===== config.mk =====
export PLATFORM = sky130hd
export DESIGN_NAME = block_xfer_slave
export DESIGN_NICKNAME = d
export VERILOG_FILES = /design/src/block_xfer_pkg.sv /design/src/block_xfer_slave.sv /design/src/block_xfer_fifo.sv
export SDC_FILE = /design/constraint.sdc
export NUM_CORES = 1
export LEC_CHECK = 0
export ABC_AREA = 1
export BUFFER_PORTS_ARGS = -buffer_cell sky130_fd_sc_hd__buf_2
export CAP_MARGIN = 20
export CORE_MARGIN = 8
export CORE_UTILIZATION = 49
export CTS_CLUSTER_DIAMETER = 150
export DETAILED_ROUTE_END_ITERATION = 16
export PLACE_DENSITY = 0.75
export SYNTH_ARGS = -nofsm -noshare
export SYNTH_HDL_FRONTEND = slang
export SYNTH_SLANG_ARGS = --single-unit

===== constraint.sdc =====
create_clock -name mclk_i -period 10.8 [get_ports mclk_i]
set_input_delay 0.54 -clock mclk_i [delete_from_list [all_inputs] [get_ports mclk_i]]
set_output_delay 0.54 -clock mclk_i [all_outputs]
set_load 0.01 [all_outputs]

===== src/block_xfer_pkg.sv =====
// Shared types and constants for the block transfer slave
package block_xfer_pkg;
  localparam int ADDR_W = 32;          // Byte address width
  localparam int BLT_WIN_W = 8;        // Counting field of a standard block
  localparam int MBLT_WIN_W = 11;      // Counting field of a multiplexed block
  localparam int MAX_XFERS = 256;      // Longest block a master may run
  localparam int FIFO_DEPTH = 8;       // Write buffer depth
  localparam logic [3:0] NB_1 = 4'h1;  // Bytes per beat
  localparam logic [3:0] NB_2 = 4'h2;
  localparam logic [3:0] NB_4 = 4'h4;
  localparam logic [3:0] NB_8 = 4'h8;
  localparam logic [1:0] DS_ODD = 2'h2; // Only the odd data strobe low
  localparam logic [ADDR_W-1:0] ADDR_ZERO = 32'h0000_0000;

  // Cycle kind from the address modifier
  typedef enum logic [1:0] {
    CYC_SINGLE = 2'h0,
    CYC_BLT    = 2'h1,
    CYC_A40BLT = 2'h2,
    CYC_MBLT   = 2'h3
  } cyc_e;

  // Slave sequencer, one-hot
  typedef enum logic [5:0] {
    S_IDLE = 6'h01,
    S_ADDR = 6'h02,
    S_WR   = 6'h04,
    S_RD   = 6'h08,
    S_ACK  = 6'h10,
    S_ERR  = 6'h20
  } state_e;

  // One buffered bus write
  typedef struct packed {
    logic [ADDR_W-1:0] addr;
    logic [63:0]       data;
    logic [3:0]        nbytes;
  } wr_word_s;
endpackage


===== src/block_xfer_slave.sv =====
// Backplane slave: block transfers, read-modify-write, local lockout
`timescale 1ns/100ps
`default_nettype none
module block_xfer_slave
  import block_xfer_pkg::*;
#(
  parameter logic [ADDR_W-1:0] BASE_ADDR = 32'h0000_0000, // Decoded window
  parameter logic [ADDR_W-1:0] SEL_MASK  = 32'hFF00_0000, // Upper bits decoded
  parameter logic [5:0]        AM_BLT    = 6'h01,         // Block code
  parameter logic [5:0]        AM_A40BLT = 6'h02,         // 40-bit block code
  parameter logic [5:0]        AM_MBLT   = 6'h03,         // Multiplexed code
  parameter logic              UAT_CAP   = 1'b0,          // Unaligned support
  parameter int                DEPTH     = FIFO_DEPTH     // Write buffer depth
) (
  input  wire logic              mclk_i,
  input  wire logic              rst_b_i,
  input  wire logic              ce_i,
  input  wire logic              as_b_i,
  input  wire logic [1:0]        ds_b_i,
  input  wire logic              write_b_i,
  input  wire logic              iack_b_i,
  input  wire logic [5:0]        am_i,
  input  wire logic [31:1]       addr_i,
  input  wire logic              lword_b_i,
  input  wire logic [31:0]       data_i,
  output logic      [31:1]       addr_o,
  output logic                   lword_o,
  output logic                   addr_oe_o,
  output logic      [31:0]       data_o,
  output logic                   data_oe_o,
  output logic                   dtack_oe_o,
  output logic                   berr_oe_o,
  output logic                   rd_req_o,
  output logic      [ADDR_W-1:0] rd_addr_o,
  input  wire logic              rd_valid_i,
  input  wire logic [63:0]       rd_data_i,
  output logic                   wr_valid_o,
  input  wire logic              wr_ready_i,
  output wr_word_s               wr_word_o,
  input  wire logic              local_req_i,
  output logic                   local_grant_o,
  input  wire logic [ADDR_W-1:0] watch_addr_i,
  output logic                   lm_hit_o
);
  // Bytes moved by one beat
  function automatic logic [3:0] beat_bytes(input logic [1:0] ds, input logic lw,
                                            input cyc_e kind);
    if (kind == CYC_MBLT) return NB_8;
    else if (ds != 2'h0) return NB_1;
    else if (!lw) return NB_4;
    else return NB_2;
  endfunction

  // Next counter value, counting only the low field
  function automatic logic [ADDR_W-1:0] next_addr(input logic [ADDR_W-1:0] a,
                                                  input logic [3:0] nb, input logic mux);
    logic [MBLT_WIN_W-1:0] lo_m;
    logic [BLT_WIN_W-1:0]  lo_s;
    lo_m = a[MBLT_WIN_W-1:0] + MBLT_WIN_W'(nb);
    lo_s = a[BLT_WIN_W-1:0] + BLT_WIN_W'(nb);
    if (mux) return {a[ADDR_W-1:MBLT_WIN_W], lo_m};
    else return {a[ADDR_W-1:BLT_WIN_W], lo_s};
  endfunction

  // Modifier decode
  function automatic cyc_e am_kind(input logic [5:0] am);
    if (am == AM_BLT) return CYC_BLT;
    else if (am == AM_A40BLT) return CYC_A40BLT;
    else if (am == AM_MBLT) return CYC_MBLT;
    else return CYC_SINGLE;
  endfunction

  state_e            state_reg;     // Sequencer state
  state_e            state_next;    // Its next value
  logic              as_prev_reg;   // Address strobe one cycle ago
  logic [ADDR_W-1:0] addr_cnt_reg;  // Block address counter
  cyc_e              kind_reg;      // Latched cycle kind
  logic              sel_reg;       // This slave addressed
  logic [3:0]        nbytes_reg;    // Width of current beat
  logic              wr_reg;        // Current beat is a write

  wire               as_fall;       // Strobe falling edge
  wire               ds_any;        // Any data strobe low
  wire               ds_idle;       // Both data strobes high
  wire               block;         // Latched cycle is a block
  wire               unaligned;     // Triple or middle double beat
  wire               bad_beat;      // Beat we must refuse
  wire               beat_end;      // Acked beat closes
  wire               fifo_in_valid; // Push request
  wire               fifo_in_ready; // Buffer has room
  wire [ADDR_W-1:0]  beat_addr;     // Address of this beat
  wire [3:0]         nb_now;        // Width seen on the strobes
  wire [63:0]        beat_data;     // Data of a write beat
  wr_word_s          push_word;     // Word pushed into buffer

  assign as_fall   = as_prev_reg && !as_b_i;
  assign ds_any    = (ds_b_i != 2'h3);
  assign ds_idle   = (ds_b_i == 2'h3);
  assign block     = (kind_reg != CYC_SINGLE);
  // Aligned four bytes use both strobes with address bit one low
  assign unaligned = !lword_b_i && !((ds_b_i == 2'h0) && !addr_cnt_reg[1]);
  assign bad_beat  = unaligned && (block || !UAT_CAP);
  assign beat_end  = (state_reg == S_ACK) && ds_idle;
  assign nb_now    = beat_bytes(ds_b_i, lword_b_i, kind_reg);
  assign beat_addr = {addr_cnt_reg[ADDR_W-1:1],
                      (kind_reg != CYC_MBLT) && (ds_b_i == DS_ODD)};
  // Multiplexed beats carry the upper word on address lines
  assign beat_data = (kind_reg == CYC_MBLT) ? {addr_i, lword_b_i, data_i}
                                            : {32'h0000_0000, data_i};
  assign push_word     = '{addr: beat_addr, data: beat_data, nbytes: nbytes_reg};
  assign fifo_in_valid = (state_reg == S_WR);

  // Sequencer next state
  always_comb begin
    state_next = state_reg;
    unique case (state_reg)
      S_IDLE: begin
        // Interrupt acknowledge cycles are ignored
        if (as_fall && iack_b_i) state_next = S_ADDR;
      end
      S_ADDR: begin
        if (as_b_i) begin
          state_next = S_IDLE;
        end else if (ds_any && sel_reg) begin
          if (bad_beat) state_next = S_ERR;
          else if (!write_b_i) state_next = S_WR;
          else state_next = S_RD;
        end
      end
      S_WR: begin
        // Full buffer stalls the acknowledge
        if (fifo_in_ready) state_next = S_ACK;
      end
      S_RD: begin
        if (rd_valid_i) state_next = S_ACK;
      end
      S_ACK: begin
        if (ds_idle) state_next = S_ADDR;
      end
      S_ERR: begin
        if (ds_idle) state_next = S_ADDR;
      end
      default: state_next = S_IDLE;
    endcase
  end

  // Sequencer state and strobe history
  always_ff @(posedge mclk_i or negedge rst_b_i) begin
    if (!rst_b_i) begin
      state_reg   <= S_IDLE;
      as_prev_reg <= 1'b1;
    end else if (ce_i) begin
      state_reg   <= state_next;
      as_prev_reg <= as_b_i;
    end
  end

  // Addressing capture, decoded once per block
  always_ff @(posedge mclk_i or negedge rst_b_i) begin
    if (!rst_b_i) begin
      kind_reg <= CYC_SINGLE;
      sel_reg  <= 1'b0;
    end else if (ce_i && state_reg == S_IDLE && as_fall) begin
      kind_reg <= am_kind(am_i);
      sel_reg  <= (({addr_i, 1'b0} & SEL_MASK) == BASE_ADDR) && iack_b_i;
    end
  end

  // Block address counter
  always_ff @(posedge mclk_i or negedge rst_b_i) begin
    if (!rst_b_i) begin
      addr_cnt_reg <= ADDR_ZERO;
    end else if (ce_i) begin
      if (state_reg == S_IDLE && as_fall) addr_cnt_reg <= {addr_i, 1'b0};
      else if (state_reg == S_IDLE && as_b_i) addr_cnt_reg <= ADDR_ZERO;
      else if (beat_end && block)
        addr_cnt_reg <= next_addr(addr_cnt_reg, nbytes_reg, kind_reg == CYC_MBLT);
    end
  end

  // Beat width and direction at beat start
  always_ff @(posedge mclk_i or negedge rst_b_i) begin
    if (!rst_b_i) begin
      nbytes_reg <= NB_1;
      wr_reg     <= 1'b0;
    end else if (ce_i && state_reg == S_ADDR && ds_any) begin
      nbytes_reg <= nb_now;
      wr_reg     <= !write_b_i;
    end
  end

  // Bus responses
  always_ff @(posedge mclk_i or negedge rst_b_i) begin
    if (!rst_b_i) begin
      dtack_oe_o <= 1'b0;
      berr_oe_o  <= 1'b0;
      data_oe_o  <= 1'b0;
      addr_oe_o  <= 1'b0;
    end else if (ce_i) begin
      dtack_oe_o <= (state_next == S_ACK);
      berr_oe_o  <= (state_next == S_ERR);
      data_oe_o  <= (state_next == S_ACK) && !wr_reg;
      addr_oe_o  <= (state_next == S_ACK) && !wr_reg && (kind_reg == CYC_MBLT);
    end
  end

  // Read request and returned data
  always_ff @(posedge mclk_i or negedge rst_b_i) begin
    if (!rst_b_i) begin
      rd_req_o  <= 1'b0;
      rd_addr_o <= ADDR_ZERO;
      data_o    <= 32'h0000_0000;
      addr_o    <= 31'h0000_0000;
      lword_o   <= 1'b0;
    end else if (ce_i) begin
      rd_req_o <= (state_reg == S_ADDR) && (state_next == S_RD);
      if (state_reg == S_ADDR) rd_addr_o <= beat_addr;
      if (state_reg == S_RD && rd_valid_i) begin
        data_o  <= rd_data_i[31:0];
        addr_o  <= rd_data_i[63:33];
        lword_o <= rd_data_i[32];
      end
    end
  end

  // Local port lockout and location monitor
  always_ff @(posedge mclk_i or negedge rst_b_i) begin
    if (!rst_b_i) begin
      local_grant_o <= 1'b0;
      lm_hit_o      <= 1'b0;
    end else if (ce_i) begin
      local_grant_o <= local_req_i && !(!as_b_i && sel_reg && state_reg != S_IDLE);
      lm_hit_o      <= beat_end && (beat_addr[ADDR_W-1:3] == watch_addr_i[ADDR_W-1:3]);
    end
  end

  // Write buffer toward the user side
  block_xfer_fifo #(
    .WIDTH ($bits(wr_word_s)),
    .DEPTH (DEPTH)
  ) u_fifo (
    .mclk_i      (mclk_i),
    .rst_b_i     (rst_b_i),
    .ce_i        (ce_i),
    .in_valid_i  (fifo_in_valid),
    .in_ready_o  (fifo_in_ready),
    .in_data_i   (push_word),
    .out_valid_o (wr_valid_o),
    .out_ready_i (wr_ready_i),
    .out_data_o  (wr_word_o)
  );

  // Start address lands in the counter
  property p_load;
    @(posedge mclk_i) disable iff (!rst_b_i)
    (state_reg == S_IDLE && as_fall && ce_i) |=> addr_cnt_reg == {$past(addr_i), 1'b0};
  endproperty
  a_load: assert property (p_load) else $error("start address not loaded");

  // Standard block counts by beat width
  property p_step;
    @(posedge mclk_i) disable iff (!rst_b_i)
    (beat_end && ce_i && (kind_reg == CYC_BLT || kind_reg == CYC_A40BLT))
      |=> (addr_cnt_reg[7:0] - $past(addr_cnt_reg[7:0])) == {4'h0, $past(nbytes_reg)};
  endproperty
  a_step: assert property (p_step) else $error("counter step wrong");

  // Upper address bits never move in a block
  property p_upper;
    @(posedge mclk_i) disable iff (!rst_b_i)
    (beat_end && ce_i && block) |=> $stable(addr_cnt_reg[31:11]);
  endproperty
  a_upper: assert property (p_upper) else $error("upper address changed");

  // Counter cleared while strobe high
  property p_clear;
    @(posedge mclk_i) disable iff (!rst_b_i)
    (state_reg == S_IDLE && as_b_i && ce_i) |=> addr_cnt_reg == ADDR_ZERO;
  endproperty
  a_clear: assert property (p_clear) else $error("counter not dropped");

  // Refused beat gets error, never acknowledge
  property p_refuse;
    @(posedge mclk_i) disable iff (!rst_b_i)
    (state_reg == S_ADDR && !as_b_i && ds_any && sel_reg && bad_beat && ce_i)
      |=> berr_oe_o && !dtack_oe_o;
  endproperty
  a_refuse: assert property (p_refuse) else $error("bad beat acknowledged");

  // Local side locked out during bus access
  property p_lock;
    @(posedge mclk_i) disable iff (!rst_b_i)
    (!as_b_i && (state_reg inside {S_WR, S_RD, S_ACK}) && ce_i) |=> !local_grant_o;
  endproperty
  a_lock: assert property (p_lock) else $error("local access during bus cycle");

  // Multiplexed beats move eight bytes
  property p_mux8;
    @(posedge mclk_i) disable iff (!rst_b_i)
    (fifo_in_valid && kind_reg == CYC_MBLT) |-> push_word.nbytes == NB_8;
  endproperty
  a_mux8: assert property (p_mux8) else $error("multiplexed beat not eight bytes");

  // Single cycles keep one address for read then write
  property p_rmw;
    @(posedge mclk_i) disable iff (!rst_b_i)
    (beat_end && !block && !as_b_i && ce_i) |=> $stable(addr_cnt_reg);
  endproperty
  a_rmw: assert property (p_rmw) else $error("address moved in single cycle");
endmodule
`default_nettype wire


===== src/block_xfer_fifo.sv =====
// Parameterised FIFO with valid/ready on both sides
`timescale 1ns/100ps
`default_nettype none
module block_xfer_fifo #(
  parameter int WIDTH = 8,
  parameter int DEPTH = 8
) (
  input  wire logic             mclk_i,
  input  wire logic             rst_b_i,
  input  wire logic             ce_i,
  input  wire logic             in_valid_i,
  output logic                  in_ready_o,
  input  wire logic [WIDTH-1:0] in_data_i,
  output logic                  out_valid_o,
  input  wire logic             out_ready_i,
  output logic      [WIDTH-1:0] out_data_o
);
  localparam int PW = $clog2(DEPTH);
  logic [WIDTH-1:0] mem [DEPTH];  // Storage
  logic [PW:0]      wr_ptr_reg;   // Write pointer with wrap bit
  logic [PW:0]      rd_ptr_reg;   // Read pointer with wrap bit
  wire              push;
  wire              pop;
  wire              full;
  wire              empty;

  assign full  = (wr_ptr_reg[PW-1:0] == rd_ptr_reg[PW-1:0]) && (wr_ptr_reg[PW] != rd_ptr_reg[PW]);
  assign empty = (wr_ptr_reg == rd_ptr_reg);
  assign push  = ce_i && in_valid_i && !full;
  assign pop   = ce_i && out_ready_i && !empty;
  assign in_ready_o  = !full;
  assign out_valid_o = !empty;
  assign out_data_o  = mem[rd_ptr_reg[PW-1:0]];

  // Pointers
  always_ff @(posedge mclk_i or negedge rst_b_i) begin
    if (!rst_b_i) begin
      wr_ptr_reg <= '0;
      rd_ptr_reg <= '0;
    end else begin
      if (push) wr_ptr_reg <= wr_ptr_reg + 1'b1;
      if (pop) rd_ptr_reg <= rd_ptr_reg + 1'b1;
    end
  end

  // Storage write
  always_ff @(posedge mclk_i) begin
    if (push) mem[wr_ptr_reg[PW-1:0]] <= in_data_i;
  end
endmodule
`default_nettype wire


* Word level (Yosys, flattened, before mapping)
Memories as Yosys holds them, arrays and structs flattened.
Index checks and enable logic that the tools add are counted.
** Storage, ports and cells
- Bits in registers :: 158
- Latch bits :: 0
- Memory bits (writable) :: 800
- ROM bits :: 0
- Bits of input ports :: 177
- Output and inout bits :: 204
- Word-level logic and storage cells :: 121
- Memories kept :: 1
** Memories
- u_fifo.mem :: words 8, width 100, read ports 1, clocked after Yosys merged registers in 0, wr ports 1, line block_xfer_fifo.sv:19 : logic [WIDTH-1:0] mem [DEPTH];
** Cells by class
- Add/subtract/negate cells :: 4
- Multiply operators :: 0
- Divide/modulo/power cells :: 0
- Order comparisons :: 0
- Eq/ne operators :: 22
- Shift operators :: 0
- Muxes and demuxes :: 22
- Bitwise logic cells :: 0
- Reductions and logical operators :: 50
** Operator list (count)
- two-way mux 32 bit :: 2
- two-way mux 64 bit :: 1
- two-way mux 6 bit :: 7
- zero test 32 bit :: 1
- case mux 6 bit (5 select lines) :: 1
- == test 29 bit :: 1
- logical AND 1 bit :: 28
- two-way mux 11 bit :: 2
- == test 6 x 2 -> 1 bit (second input constant) :: 3
- == test 6 x 1 -> 1 bit (second input constant) :: 2
- == test 6 x 4 -> 1 bit (second input constant) :: 2
- == test 6 x 5 -> 1 bit (second input constant) :: 2
- == test 6 bit (second input constant) :: 2
- two-way mux 4 bit :: 3
- adder 11 x 4 -> 11 bit :: 1
- zero test 1 bit :: 9
- adder 4 x 1 -> 4 bit (second input constant) :: 2
- adder 8 x 4 -> 8 bit :: 1
- AND reduction 2 bit :: 4
- == test 2 bit (second input constant) :: 3
- == test 6 x 3 -> 1 bit (second input constant) :: 1
- two-way mux 2 bit :: 3
- inequality test 6 x 1 -> 1 bit (second input constant) :: 1
- nonzero test 2 bit :: 3
- other kinds (10) :: 13

* Longest topological paths before layout
- Word-level depth :: 11
- Depth in mapped cells :: 12
- Depth with buffers taken out :: 12

* By module
From an unflattened synthesis, not the netlist that was laid out.
** Unflattened totals
- Cells, all modules :: 3270
- Area, all modules :: 39027.4 sq um
** Modules (own cells, without submodules)
- block_xfer_fifo :: instances 1, cells an instance 2347, area each 31378.8 sq um, seq. area each 24223.2 sq um
- block_xfer_slave :: instances 1, cells an instance 923, area each 7648.6 sq um, seq. area each 3757.4 sq um

* Least setup slack after synthesis
OpenSTA, ideal clock, no wires.
- Kind :: reg2reg
- Start :: register u_fifo.rd_ptr_reg[0]
- End :: memory u_fifo.mem[0][0] in the netlist's numbering (enable)
- Library setup time :: 0.560 ns
- Arrival :: 5.446 ns
- Data required time :: 10.240 ns
- Path slack :: 4.794 ns
- Stages on the path, launching flop included :: 11
- Path buffers :: 2
- Clock period less this slack :: 6.006 ns
- Cells stage by stage :: dfrtp_1 -> buf_2 -> buf_6 -> xnor2_1 -> nand4_1 -> nand2_1 -> inv_1 -> nand2_1 -> inv_1 -> nand2_1 -> nor2_1
** Between the ends
- Cells in the longest elaborated chain, start to end :: 6
** RTL lines
- start: declaration :: line block_xfer_fifo.sv:21 : logic [PW:0] rd_ptr_reg;
- start signal: assignment :: line block_xfer_fifo.sv:42 : if (pop) rd_ptr_reg <= rd_ptr_reg + 1'b1;
- == test 3 bit :: line block_xfer_fifo.sv:27 : assign full = (wr_ptr_reg[PW-1:0] == rd_ptr_reg[PW-1:0]) && (wr_ptr_reg[PW] != rd_ptr_reg[PW]);
- logical AND 1 bit :: line block_xfer_fifo.sv:27
- zero test 1 bit :: line block_xfer_fifo.sv:29 : assign push = ce_i && in_valid_i && !full;
- logical AND 1 bit :: line block_xfer_fifo.sv:29
- two-way mux 1 bit :: line block_xfer_fifo.sv:48 : if (push) mem[wr_ptr_reg[PW-1:0]] <= in_data_i;
- two-way mux 1 bit (not written as such) :: line block_xfer_fifo.sv:48
- end: declaration :: line block_xfer_fifo.sv:19
No other way between the ends.

* Final worst setup path
- Start :: register u_fifo.rd_ptr_reg[2]
- End :: memory u_fifo.mem[2][33] in the netlist's numbering (enable)
The elaborated chain is that of the path after synthesis.

==> summary.txt <==
Job
  – Max Cap Violations: 0

Die
  – I/O pin total: 381
  – Initial cell density of the core: 0.494
  – Total die area: 87,000 sq um
  – Chip Width: 295 um
  – Height of the die: 295 um
  – Core Box Area: 77,200 sq um
  – Std cell rows: 102

STA
  – Final hold violations: 0
  – Number of setup violations in the final report: 0
  – Max-slew headroom at the worst pin: 0.161
  – Final sum of negative setup slack: 0 ns
  – Setup Skew: 0.0360 ns
  – Tightest Pin Transition: 1.26 ns
  – Final critical-path required period: 5.31 ns
  – Unrepaired setup endpoints after global routing: false
  – Final max-slew violation count: 0
  – Fmax: 188 MHz
  – Final Cycle Share: 0.492

Yosys
  – Seq/Total Area, Yosys: 0.734
  – Synth top area cells: edfxtp_1, dfrtp_1, o21ai_0
  – Register bit count reported by yosys: 958
  – Area share of the largest cell type after synthesis: 0.630
  – Yosys synthesis warning count: 0
  – Post-Synthesis Cells: 3,118
  – Most frequent cells after synthesis: edfxtp_1, nand2_1, nor2_1, o21ai_0, o22ai_1
  – Synthesized Nets: 3,302
  – Area of the mapped netlist: 38,100 sq um
  – Leading cell type by number of instances after synthesis: edfxtp_1
  – Average size of a mapped cell: 12.2 sq um
  – Proportion of register bits with asynchronous set or reset after synthesis: 0.165
  – Main synth FF type: edfxtp_1
  – Post-synth EDFFs: 800
  – Post-synth cell types: 34
  – Largest area contributor in the synthesized netlist: edfxtp_1

Worst setup path
  – Data arrival at the endpoint of the critical path: 5.58 ns
  – Worst endpoint required time: 11.07 ns
  – Startpoint kind of the worst setup timing path: register
  – Maximum fanout along the worst path: 52
  – Critical path class: reg -> reg
  – Crit end category: register

Cells and area
  – Layout cells sized above 1: 0.168
  – Layout net count: 3,630
  – Layout-stage area growth over the synthesis result: 15.7%
  – Largest register FFs: 800
  – Combined area of the multi-input logic cells: 8980 sq um
  – Filler Cell Count: 6,132
  – Area used by sequential logic in the layout: 28,000 sq um

Detailed routing
  – Total wirelength of the detailed-routed design: 105,000 um
  – Number of design-rule violations left by the first detailed-router iteration: 2,671
  – Iteration count of the initial detailed-routing pass: 6
  – Post-detailed-route DRC marker count: 0
  – Detail-routed net length per standard cell: 23.0 um
  – Routed via count: 25,885
  – Antenna Violating Nets Remaining: 0
  – Via density per instance: 5.66

Placement
  – Last weighted congestion value of the routability-driven placer: 0.953
  – Hpwl dp: 63,300 um
  – Count of input and output buffers: 377

Power
  – Tot Pwr: 11.2 mW
  – Worst voltage drop across the vdd grid: 0.199 mV
  – Leak pwr: 17.1 nW
  – Total power divided by cell area: 255 nW/um^2

Clocking
  – Total CTS buffers: 95
  – Number of instances resized during post-cts repair: 0
  – Clock latency at the later pin of the worst-skew pair: 0.66 ns
  – Number of setup buffers added after CTS: 0
  – Clock Root Buffer: clkbuf_16
  – Clock sink total: 958
  – Register clock-pin slew on the reported worst setup and hold paths: 0.06 ns
  – TritonCTS clock tree: done
  – Number of buffers between clock root and the deepest sink: 3
  – Depth of the CTS H-tree: 3

Global route
  – Pin count of the biggest net entering global routing: 211
  – Via count of the first global-routing pass: 25,297
  – Overall Global Routing Usage: 0.237
  – Total congestion overflow after global routing: 0
  – Wire length of the first global-routing pass: 155,000 um
  – Number of antenna violations at the first check in global routing: 15

Hold path
  – Hold/Removal Path Class: in -> reg

Run status
  – Status: finished clean
[per-stage QoR]
stage / hold slack, ns / instance area, sq um / setup WS [ns] / std cells / util
final: 0.0873 / 44100 / 5.49 / 4572 / 0.571
after global placement: 0.459 / 40900 / 5.49 / 4387 / 0.530
after floorplan: 0.244 / 38100 / 4.79 / 3118 / -
after global routing: 0.0609 / 44100 / 5.24 / 4570 / 0.571
after CTS: 0.0514 / 44000 / 5.44 / 4566 / 0.570
after detailed placement: 0.463 / 40900 / 5.47 / 4387 / 0.530
[layout make-up]
type | instances | share of cell area
inverters | 125 | 0.0109
clock buffers | 124 | 0.0587
multi-input cells | 1857 | 0.204
clock inverters | 54 | 0.0120
repair buffers | 409 | 0.0498
well taps | 1040 | 0.0295
flip-flops and latches | 958 | 0.635
diodes | 5 | 0.000284
[cell usage in the layout (no fill, tap or decap), types with 3 or more instances in the layout]
cell	synthesis	routed
nand3_1	38	38
mux2_2	4	4
clkinv_16	0	3
clkinv_2	0	24
nand4_1	15	15
xnor2_1	16	16
clkbuf_16	0	97
o21ai_0	458	458
buf_12	0	3
diode_2	0	5
edfxtp_1	800	800
dfstp_2	3	3
nor2_1	486	478
clkbuf_1	153	21
ha_1	6	6
mux2_1	60	60
or2_2	5	5
nand2_1	516	516
buf_4	0	27
inv_6	0	3
o22ai_1	222	222
dfrtp_4	0	3
dfrtp_1	155	152
xor2_1	4	4
nor2_4	2	10
a21oi_1	10	10
inv_1	121	118
inv_2	4	4
clkbuf_8	0	6
buf_2	11	376
clkinv_1	0	12
bufinv_16	0	6
[path summary, 6_finish.rpt]
check | from | end | slack (ns) | depth (start not counted)
worst max-delay path | u_fifo.rd_ptr_reg[2]$_DFFE_PN0P_ | u_fifo.mem[2][33]$_DFFE_PP_ | 5.49 | 12
max in group asynchronous | rst_b_i | addr_o[4]$_DFFE_PN0P_ | 8.53 | 4
worst min register to register | local_grant_o$_DFFE_PN0P_ | local_grant_o$_DFFE_PN0P_ | 0.48 | 2
min in group asynchronous | rst_b_i | addr_o[14]$_DFFE_PN0P_ | 0.34 | 2
worst max register to register | u_fifo.rd_ptr_reg[2]$_DFFE_PN0P_ | u_fifo.mem[2][33]$_DFFE_PP_ | 5.49 | 12
worst min-delay path | rd_data_i[15] | data_o[15]$_DFFE_PN0P_ | 0.09 | 2
[power breakdown]
group / total [mW] / switching (mW) / leakage, nW / internal (mW)
Sequential: 4.63 / 0.317 / 9.43 / 4.31
Clock: 3.26 / 1.41 / 1.53 / 1.85
Combinational: 3.35 / 2.32 / 6.17 / 1.04
Total: 11.2 / 4.04 / 17.1 / 7.20
[timing repair]
item / 4_1_cts / 5_1_grt
hold endpoints to repair: 42 / 0
endpoints found under the setup margin: 0 / 0
hold buffers: 1 / 0
[per-layer routing]
| layer | global-route usage | part of all wire |
|---|---|---|
| met1 | 0.303 | 0.38 |
| met2 | 0.390 | 0.48 |
| met3 | 0.0569 | 0.098 |
| met4 | 0.0930 | 0.041 |
| met5 | 0 | 0.00054 |
[cell families (layout without fill, tap and decap cells)]
| kind of cell | Yosys count | after routing | share of synthesized area |
|---|---|---|---|
| flops | 958 | 958 | 0.734 |
| other cells | 0 | 5 | 0 |
| xor+xnor | 20 | 20 | 0.00460 |
| buf+inv | 303 | 712 | 0.0316 |
| mux | 64 | 64 | 0.0189 |
| compound gates | 695 | 695 | 0.0988 |
| simple gates | 1071 | 1071 | 0.109 |
| fa+ha+maj | 7 | 7 | 0.00250 |
[worst max-delay path: stages, from the launching register on]
cell and delay (ns):
dfrtp_4 1.00, inv_4 0.54, nand2_1 0.19, nand2_1 0.08, nand4_1 0.13, nand2_1 0.09
inv_1 0.06, nand2_1 0.12, inv_1 0.18, nand2_1 0.26, nor2_4 0.81, buf_4 0.71
buf_4 0.70
(Power assumes the default switching activity.)
